==> src/hw/uart_thr_pkg.sv <==
package uart_thr_pkg;

  // Channel count and register widths
  localparam int NUM_CHAN = 4;
  localparam int LEVEL_W = 7;

  // Register addresses on the 3-bit host address
  localparam logic [2:0] ADDR_ALT_FUNC = 3'h2;
  localparam logic [2:0] ADDR_FLOW_THR = 3'h6;
  localparam logic [2:0] ADDR_TRIG_LVL = 3'h7;
  localparam logic [2:0] ADDR_READY = 3'h7;

  // Line control top bits that open the alternate function slot
  localparam logic [2:0] LCR_ALT_KEY = 3'h4;

  // Field positions
  localparam int ALT_CONCURRENT_WRITE_ENABLE_BIT = 0;
  localparam int NIB_LO_POS = 0;
  localparam int NIB_HI_POS = 4;
  localparam int LEVEL_SHIFT = 2;

  // Values after reset
  localparam logic [7:0] ALT_FUNC_RESET = 8'h00;
  localparam logic [7:0] FLOW_THR_RESET = 8'h00;
  localparam logic [7:0] TRIG_LVL_RESET = 8'h00;
  localparam logic [7:0] RDATA_IDLE = 8'h00;

  // Per-channel control bits held elsewhere in the channel
  typedef struct packed {
    logic enh_write_en;
    logic mcr_level_en;
    logic mcr_ready_en;
    logic loopback;
    logic rts_flow_en;
    logic [2:0] lcr_top;
  } chan_ctrl_s;

  // Per-channel FIFO status from the datapath
  typedef struct packed {
    logic [LEVEL_W-1:0] rx_count;
    logic [LEVEL_W-1:0] tx_space;
    logic rx_timeout;
    logic [LEVEL_W-1:0] fcr_tx_trig;
    logic [LEVEL_W-1:0] fcr_rx_trig;
  } fifo_status_s;

  // Levels handed back to the datapath
  typedef struct packed {
    logic [LEVEL_W-1:0] halt_level;
    logic [LEVEL_W-1:0] restore_level;
    logic [LEVEL_W-1:0] tx_trig;
    logic [LEVEL_W-1:0] rx_trig;
  } chan_levels_s;

endpackage

==> src/hw/chan_level_regs.sv <==
module chan_level_regs
  import uart_thr_pkg::*;
(
  // Clock and reset
  input wire logic sys_clk,
  input wire logic reset,
  // Write strobes and data
  input wire logic wr_flow,
  input wire logic wr_trig,
  input wire logic [7:0] wdata,
  // Channel state
  input wire logic rts_flow_en,
  input wire fifo_status_s status,
  // Results
  output logic [7:0] flow_thr_reg,
  output logic [7:0] trig_lvl_reg,
  output chan_levels_s levels,
  output logic tx_ready_reg,
  output logic rx_ready_reg,
  output logic rts_reg
);

  // Nibble times four gives a byte level of 0 to 60
  function automatic logic [LEVEL_W-1:0] nib_level(input logic [3:0] n);
    nib_level = {1'b0, n, 2'b00};
  endfunction

  logic [7:0] flow_thr_next;
  logic [7:0] trig_lvl_next;
  logic tx_ready_next;
  logic rx_ready_next;
  logic rts_next;

  // Next values for stored levels, readiness and the flow pin
  always_comb begin
    flow_thr_next = wr_flow ? wdata : flow_thr_reg;
    trig_lvl_next = wr_trig ? wdata : trig_lvl_reg;
    // Halt level in low nibble, restore level in high nibble
    levels.halt_level = nib_level(flow_thr_reg[NIB_LO_POS +: 4]);
    levels.restore_level = nib_level(flow_thr_reg[NIB_HI_POS +: 4]);
    // A zero nibble falls back to the fixed trigger
    if (trig_lvl_reg[NIB_LO_POS +: 4] == 4'h0) begin
      levels.tx_trig = status.fcr_tx_trig;
    end else begin
      levels.tx_trig = nib_level(trig_lvl_reg[NIB_LO_POS +: 4]);
    end
    if (trig_lvl_reg[NIB_HI_POS +: 4] == 4'h0) begin
      levels.rx_trig = status.fcr_rx_trig;
    end else begin
      levels.rx_trig = nib_level(trig_lvl_reg[NIB_HI_POS +: 4]);
    end
    tx_ready_next = (status.tx_space >= levels.tx_trig);
    rx_ready_next = (status.rx_count > levels.rx_trig)
                    || status.rx_timeout;
    // Hysteresis; no order check, bad levels give odd toggling
    if (!rts_flow_en) begin
      rts_next = 1'b0;
    end else if (status.rx_count >= levels.halt_level) begin
      rts_next = 1'b1;
    end else if (status.rx_count <= levels.restore_level) begin
      rts_next = 1'b0;
    end else begin
      rts_next = rts_reg;
    end
  end

  // Register everything
  always_ff @(posedge sys_clk) begin
    if (reset) begin
      flow_thr_reg <= FLOW_THR_RESET;
      trig_lvl_reg <= TRIG_LVL_RESET;
      tx_ready_reg <= 1'b0;
      rx_ready_reg <= 1'b0;
      rts_reg <= 1'b0;
    end else begin
      flow_thr_reg <= flow_thr_next;
      trig_lvl_reg <= trig_lvl_next;
      tx_ready_reg <= tx_ready_next;
      rx_ready_reg <= rx_ready_next;
      rts_reg <= rts_next;
    end
  end

endmodule

==> src/hw/uart_fifo_threshold_ctrl.sv <==
module uart_fifo_threshold_ctrl
  import uart_thr_pkg::*;
(
  // Clock and reset
  input wire logic sys_clk,
  input wire logic reset,
  // Host register port, strobes one cycle wide
  input wire logic [NUM_CHAN-1:0] cs_n,
  input wire logic [2:0] addr,
  input wire logic wr_stb,
  input wire logic rd_stb,
  input wire logic [7:0] wdata,
  output logic [7:0] rdata_reg,
  output logic rvalid_reg,
  // Per-channel control bits from the rest of each channel
  input wire chan_ctrl_s [NUM_CHAN-1:0] ctrl,
  // Per-channel FIFO status from the datapath
  input wire fifo_status_s [NUM_CHAN-1:0] status,
  // Per-channel results
  output chan_levels_s [NUM_CHAN-1:0] levels,
  output logic [NUM_CHAN-1:0] rts_reg,
  output logic [NUM_CHAN-1:0] concurrent_write_enable
);

  // Channel pick for reads and for the broadcast decision.
  // Lowest selected channel wins if the host selects several.
  // Several selects at once are not a normal host cycle, so a fixed
  // priority is cheaper than flagging it and keeps reads defined.
  // Limitation: the other selected channels see no read at all.
  function automatic logic [1:0] sel_index(input logic [NUM_CHAN-1:0] c);
    sel_index = 2'd0;
    for (int i = NUM_CHAN - 1; i >= 0; i--) begin
      if (!c[i]) begin
        sel_index = i[1:0];
      end
    end
  endfunction

  // Enhanced level registers open only with both enable bits
  // Both level registers share this gate, so the decode is a function
  // and the write and read paths cannot drift apart.
  function automatic logic level_open(input chan_ctrl_s c);
    level_open = c.enh_write_en && c.mcr_level_en;
  endfunction

  // Alternate slot opens only under the line control key
  // The key is checked per channel, so a broadcast only lands where
  // that channel's own line control holds the key.
  function automatic logic alt_open(input chan_ctrl_s c);
    alt_open = (c.lcr_top == LCR_ALT_KEY);
  endfunction

  // Ready register shows only when enabled and not looping back
  // Loopback hides the view, so a diagnostic run cannot mistake the
  // looped status for live traffic.
  function automatic logic ready_open(input chan_ctrl_s c);
    ready_open = c.mcr_ready_en && !c.loopback;
  endfunction

  // Decode of the host cycle; all of it is combinational from the
  // strobes, so a request acts at the edge that samples it
  logic any_sel;
  logic [1:0] sel;
  logic sel_concurrent_write_enable;
  chan_ctrl_s sel_ctrl;

  // Per-channel register copies and strobes
  // The level bytes live in the channel slices; only the alternate
  // function byte is held here because the broadcast decode reads it.
  logic [7:0] alt_func_reg [NUM_CHAN];
  logic [7:0] alt_func_next [NUM_CHAN];
  logic [7:0] flow_thr_q [NUM_CHAN];
  logic [7:0] trig_lvl_q [NUM_CHAN];
  logic [NUM_CHAN-1:0] wr_target;
  logic [NUM_CHAN-1:0] wr_flow;
  logic [NUM_CHAN-1:0] wr_trig;
  logic [NUM_CHAN-1:0] tx_ready;
  logic [NUM_CHAN-1:0] rx_ready;
  logic [7:0] ready_vec;

  // Read port next values
  // Data and its valid flag are both registered for clean bus timing
  logic [7:0] rdata_next;
  logic rvalid_next;

  // Host cycle decode
  // The selected channel's own control bits steer the read mux;
  // writes instead look at every channel's bits separately.
  always_comb begin
    any_sel = (cs_n != '1);
    sel = sel_index(cs_n);
    sel_ctrl = ctrl[sel];
    // The selected channel's concurrent bit broadcasts the write
    sel_concurrent_write_enable = alt_func_reg[sel][ALT_CONCURRENT_WRITE_ENABLE_BIT];
  end

  // Which channels a write lands in
  // A broadcast write still has to pass each channel's own gate, so a
  // channel whose enables are off keeps its levels untouched.
  // Trade-off: the host cannot force a level into a closed channel.
  always_comb begin
    for (int c = 0; c < NUM_CHAN; c++) begin
      // Each channel still applies its own gating under broadcast
      wr_target[c] = wr_stb && any_sel
                     && (sel_concurrent_write_enable || (sel == c[1:0]));
      wr_flow[c] = wr_target[c] && (addr == ADDR_FLOW_THR)
                   && level_open(ctrl[c]);
      wr_trig[c] = wr_target[c] && (addr == ADDR_TRIG_LVL)
                   && level_open(ctrl[c]);
      if (wr_target[c] && (addr == ADDR_ALT_FUNC) && alt_open(ctrl[c])) begin
        alt_func_next[c] = wdata;
      end else begin
        alt_func_next[c] = alt_func_reg[c];
      end
    end
  end

  // Alternate function registers
  // All eight bits are kept so a read returns what was written, even
  // though only the concurrent bit acts inside this block.
  always_ff @(posedge sys_clk) begin
    for (int c = 0; c < NUM_CHAN; c++) begin
      if (reset) begin
        alt_func_reg[c] <= ALT_FUNC_RESET;
      end else begin
        alt_func_reg[c] <= alt_func_next[c];
      end
    end
  end

  // Level registers, readiness and flow pin per channel
  // Each slice is identical; the loop keeps the four channels in step
  // and avoids hand-copied wiring that could swap two channels.
  // Readiness and the flow pin come back one cycle after status moves.
  generate
    for (genvar g = 0; g < NUM_CHAN; g++) begin : g_chan
      chan_level_regs u_levels (
        .sys_clk(sys_clk),
        .reset(reset),
        .wr_flow(wr_flow[g]),
        .wr_trig(wr_trig[g]),
        .wdata(wdata),
        .rts_flow_en(ctrl[g].rts_flow_en),
        .status(status[g]),
        .flow_thr_reg(flow_thr_q[g]),
        .trig_lvl_reg(trig_lvl_q[g]),
        .levels(levels[g]),
        .tx_ready_reg(tx_ready[g]),
        .rx_ready_reg(rx_ready[g]),
        .rts_reg(rts_reg[g])
      );
      // Concurrent bit exported for the other channel registers
      assign concurrent_write_enable[g] = alt_func_reg[g][ALT_CONCURRENT_WRITE_ENABLE_BIT];
    end
  endgenerate

  // Shared readiness: bit n of each nibble is channel n
  // Receive flags sit in the upper nibble, transmit flags in the lower,
  // so one read covers all four channels at once.
  always_comb begin
    ready_vec = {rx_ready, tx_ready};
  end

  // Read mux; unknown or closed slots answer idle data
  // Address seven is shared: the ready view wins while it is enabled and not looping back,
  // otherwise the trigger byte shows there if the level gate is open.
  // Every read still answers, so the host never waits on a closed slot.
  always_comb begin
    rdata_next = RDATA_IDLE;
    rvalid_next = 1'b0;
    if (rd_stb && any_sel) begin
      rvalid_next = 1'b1;
      if (addr == ADDR_READY && ready_open(sel_ctrl)) begin
        // Ready view takes the shared slot ahead of the trigger view
        rdata_next = ready_vec;
      end else if (addr == ADDR_TRIG_LVL && level_open(sel_ctrl)) begin
        rdata_next = trig_lvl_q[sel];
      end else if (addr == ADDR_FLOW_THR && level_open(sel_ctrl)) begin
        rdata_next = flow_thr_q[sel];
      end else if (addr == ADDR_ALT_FUNC && alt_open(sel_ctrl)) begin
        rdata_next = alt_func_reg[sel];
      end else begin
        rdata_next = RDATA_IDLE;
      end
    end
  end

  // Read data register; a write never touches the ready view
  // The valid flag stands for one cycle and data returns to idle after,
  // so stale bytes never linger on the read port.
  // A read and a write in one cycle are both taken.
  always_ff @(posedge sys_clk) begin
    if (reset) begin
      rdata_reg <= RDATA_IDLE;
      rvalid_reg <= 1'b0;
    end else begin
      rdata_reg <= rdata_next;
      rvalid_reg <= rvalid_next;
    end
  end

endmodule

==> config.mk <==
export PLATFORM = sky130hd
export DESIGN_NAME = uart_fifo_threshold_ctrl
export DESIGN_NICKNAME = d
export VERILOG_FILES = /design/src/hw/uart_thr_pkg.sv /design/src/hw/chan_level_regs.sv /design/src/hw/uart_fifo_threshold_ctrl.sv
export SDC_FILE = /design/constraint.sdc
export NUM_CORES = 1
export LEC_CHECK = 0
export ABC_AREA = 1
export BUFFER_PORTS_ARGS = -buffer_cell sky130_fd_sc_hd__buf_4
export CAP_MARGIN = 0
export CELL_PAD_IN_SITES_DETAIL_PLACEMENT = 1
export CELL_PAD_IN_SITES_GLOBAL_PLACEMENT = 1
export CORE_UTILIZATION = 38
export DETAILED_ROUTE_END_ITERATION = 12
export GPL_TIMING_DRIVEN = 0
export HOLD_SLACK_MARGIN = 0.12
export PLACE_DENSITY = 0.9
export SYNTH_ARGS = -nofsm -noshare
export SYNTH_HDL_FRONTEND = slang
export SYNTH_SLANG_ARGS = --single-unit
==> constraint.sdc <==
create_clock -name sys_clk -period 4.81 [get_ports sys_clk]
set_clock_uncertainty 0.2 [all_clocks]
set_input_delay 0.481 -clock sys_clk [delete_from_list [all_inputs] [get_ports sys_clk]]
set_output_delay 0.481 -clock sys_clk [all_outputs]
set_load 0.005 [all_outputs]
==> impl_results.md <==
* Status: complete, no violations
* Worst R2R Start: g_chan[1].u_levels.trig_lvl_reg[0]
* Sink Count at about 120
* Iteration-0 DRC Markers at ~620
* Nets at roughly 2000
* Design area at ~12000 µm²
* Vias per cell at 5.189
* Root Buffer: clkbuf_16
* Post-synth top area share at 0.2629
* Global route overflow at 0
* Final setup TNS at 0 ps
* RSZ-0062 raised after global routing: no
* Worst R2R Path Depth at 10
* WP buf/inv at 3
* Share of flip-flops with an asynchronous set or reset at 0
* Final Wtd Congestion at 0.9218
* Final setup viols at 0
* GRT Util Overall at 0.3122
* Syn. warnings at 0
* CP endpoint kind: register
* Actual slew at the worst max-slew pin at around 1100 ps
* Ratio of cells with drive above 1 in the final layout at 0.2162
* Area grow syn2layout at 35.21%
* Top_reg_cell synth: dfxtp_1
* Post-route antenna net violation count at 0
* Synth Instances at approximately 1400
* Clk pin slew, worst setup/hold paths at 60 ps
* Leak pwr at around 6.8 nW
* Max Clk Rate at ~0.36 GHz
* # DRC at 0
* Ant. Diodes at 0
* Worst r2r dst: g_chan[1].u_levels.tx_ready_reg
* Cell Rows at 55
* First drt pass iteration count at 5
* WHS Endpoint: g_chan[2].u_levels.rx_ready_reg
* Vias in the first global route at between 10000 and 15000
* Worst min path class: input pin to register
* Vias post-DR at ~11000
* Area leader, netlist: dfxtp_1
* Synthesized area per cell at roughly 6.2 µm²
* Total Routed Length at between 30000 and 40000 µm
* Count of pins over their slew limit at 0
* Top delay family on crit path: compound AO/OA/AOI/OAI gates
* Cell Pwr Density at ~240 nW/µm²
* Worst EP arrival at ~2900 ps
* Dpl cell area at between 10000 and 15000 µm²
* Die H at around 160 µm
* DP Worst Slack at slightly below 2000 ps
* Post-cts resize count at 0
* Die W at around 160 µm
* TritonCTS clock tree: yes
* Worst path slowest cell: nor4_1
* Fin crit share at 0.5697
* Most used cell, CP: inv_1
* CP Cell Sequence: nor4_1 > inv_1 > o21ai_0 > inv_1 > ha_1 > a21oi_1 > o21a_1 > o211ai_1 > nand2_1 > inv_1
* Library cells used by synthesis at 37
* Slew headroom at 0.2928
* WL/cell at between 15 and 20 µm
* Crit path max fanout at 5
* Initial Utilization at 0.3900
* First-pass GRT wire length at between 50000 and 60000 µm
* CTS Buf Count at 17
* Critical setup path kind: register to register
* #FFs+latches synth at around 120
* Synth Cell Area at around 8900 µm²
* H-tree levels at 4
* Sequential share of the synthesized area at 0.2629
* Worst Hold Launch: status[72]
* Half-perimeter wire length after placement at between 20000 and 30000 µm
* Hold_ws at roughly 120 ps
* Initial antenna violation count at 0
* Main area contributors after synthesis: dfxtp_1 26%, nand2_1 15%, ha_1 12%
* Fin. Hold Viols at 0
* Critical Path Start Type: register
* Core ar. at ~23000 µm²
* Clock Path Buffers at 2
* Maximum vdd drop at 0.0002953 V
* Setup ws final at around 2100 ps
* Tmin final at between 2000 and 3000 ps
* Min-Delay Path Depth at 3
* EDFF count, synth at 0
* Reg-to-reg slack, setup at between 2000 and 2500 ps
* Number of I/O port buffers at 270
* CP Data Required Time at ~5000 ps
* Die area at ~24000 µm²
* Max stage delay on crit path at approximately 560 ps
* Largest net degree at the start of global routing at 17
* Number of max-cap violations at 0
* Io pins at approximately 300
* Worst skew pair latency at between 400 and 500 ps
[final cells by class]
type	count	area, µm²
fill	3184	10800
multi-input combinational	1005	5231
sequential	117	2342
timing repair buffer	273	2057
inverter	244	915.9
buffer	83	506.7
clock buffer	23	478.0
tap	313	391.6
clock inverter	8	123.9
[placed cells by master (no fill, tap or decap), types with 3 or more instances in the layout]
cell,netlist,layout
nand2_1,362,362
buf_4,40,310
inv_1,241,241
nor2_1,221,221
dfxtp_1,117,117
ha_1,88,88
nand3_1,71,71
o21ai_0,62,62
a21oi_1,57,57
nand4_1,49,49
conb_1,1,24
clkbuf_1,18,21
clkbuf_16,0,17
buf_2,12,12
buf_1,9,9
nand3_2,9,9
o211ai_1,9,9
a31oi_1,8,8
o21bai_1,7,7
o21a_1,7,7
nand3b_1,5,5
nor4_1,4,4
buf_6,4,4
inv_2,3,3
a21boi_0,3,3
bufinv_16,0,3
clkbuf_8,0,3
dlygate4sd3_1,0,3
[kinds of logic (layout without fill, tap and decap cells)]
family                   Yosys count  count (layout)  share of synthesized area
adder cells (fa/ha/maj)           88              88                     0.1236
AND/OR/NAND/NOR                  737             737                     0.3563
flip-flops                       117             117                     0.2629
other                              1              24                  0.0004209
AO/OA/AOI/OAI                    156             156                    0.09718
buffers and inverters            327             631                     0.1597
[worst max-delay path by stage]
stage,from,to,slack (ps),cells past startpoint
floorplan,g_chan[3].u_levels.trig_lvl_reg[2],g_chan[3].u_levels.tx_ready_reg,2650,11
global placement,reset,rdata_reg[6],2040,6
detailed placement,cs_n[0],rdata_reg[6],1970,10
CTS,g_chan[1].u_levels.trig_lvl_reg[0],g_chan[1].u_levels.tx_ready_reg,2030,10
global route,g_chan[1].u_levels.trig_lvl_reg[0],g_chan[1].u_levels.tx_ready_reg,1770,10
finish,g_chan[1].u_levels.trig_lvl_reg[0],g_chan[1].u_levels.tx_ready_reg,2070,10
[worst reg2reg max path, stage by stage, from the launching register on]
cell and delay [ps]:
dfxtp_1 310, nor4_1 560, inv_1 220, o21ai_0 320, inv_1 90, ha_1 330, a21oi_1 190, o21a_1 130
o211ai_1 150, nand2_1 100, inv_1 50
[cell usage after synthesis (3+ instances only)]
master,n
nand3_1,71
a21oi_1,57
inv_1,241
dfxtp_1,117
a31oi_1,8
clkbuf_1,18
nand3_2,9
inv_2,3
buf_6,4
nor4_1,4
o21ai_0,62
ha_1,88
buf_4,40
nand3b_1,5
a21boi_0,3
buf_1,9
nor2_1,221
nand2_1,362
o21a_1,7
o21bai_1,7
nand4_1,49
buf_2,12
o211ai_1,9
[power by group]
part / switching [mW] / total, mW / internal, mW / leakage (nW)
combinational: 0.347 / 0.620 / 0.273 / 5.56
sequential: 0.00689 / 0.990 / 0.983 / 0.946
clock: 0.486 / 1.34 / 0.851 / 0.289
[routing by layer]
layer	vias up	global-route usage	share of wire	wire [µm]
li1	5074	-	-	-
met1	5071	0.3462	0.39	14650
met2	435	0.5489	0.49	18330
met3	141	0.07549	0.073	2763
met4	0	0.1707	0.050	1863
met5	-	0	0	0
[timing repair]
item | 4_1_cts | 5_1_grt
endpoints found under the hold margin | 3 | 0
hold buffers | 3 | 0
buffers inserted | 0 | 0
endpoints found under the setup margin | 0 | 0
[metrics by stage]
stage	utilization	cells	power [mW]
4_1_cts	0.5273	2066	2.930
6_report	0.5273	2066	2.947
2_1_floorplan	-	1449	1.320
3_5_place_dp	0.4996	2032	1.614
5_1_grt	0.5273	2066	3.043
3_3_place_gp	0.4996	2032	1.585
(Power assumes the default switching activity.)
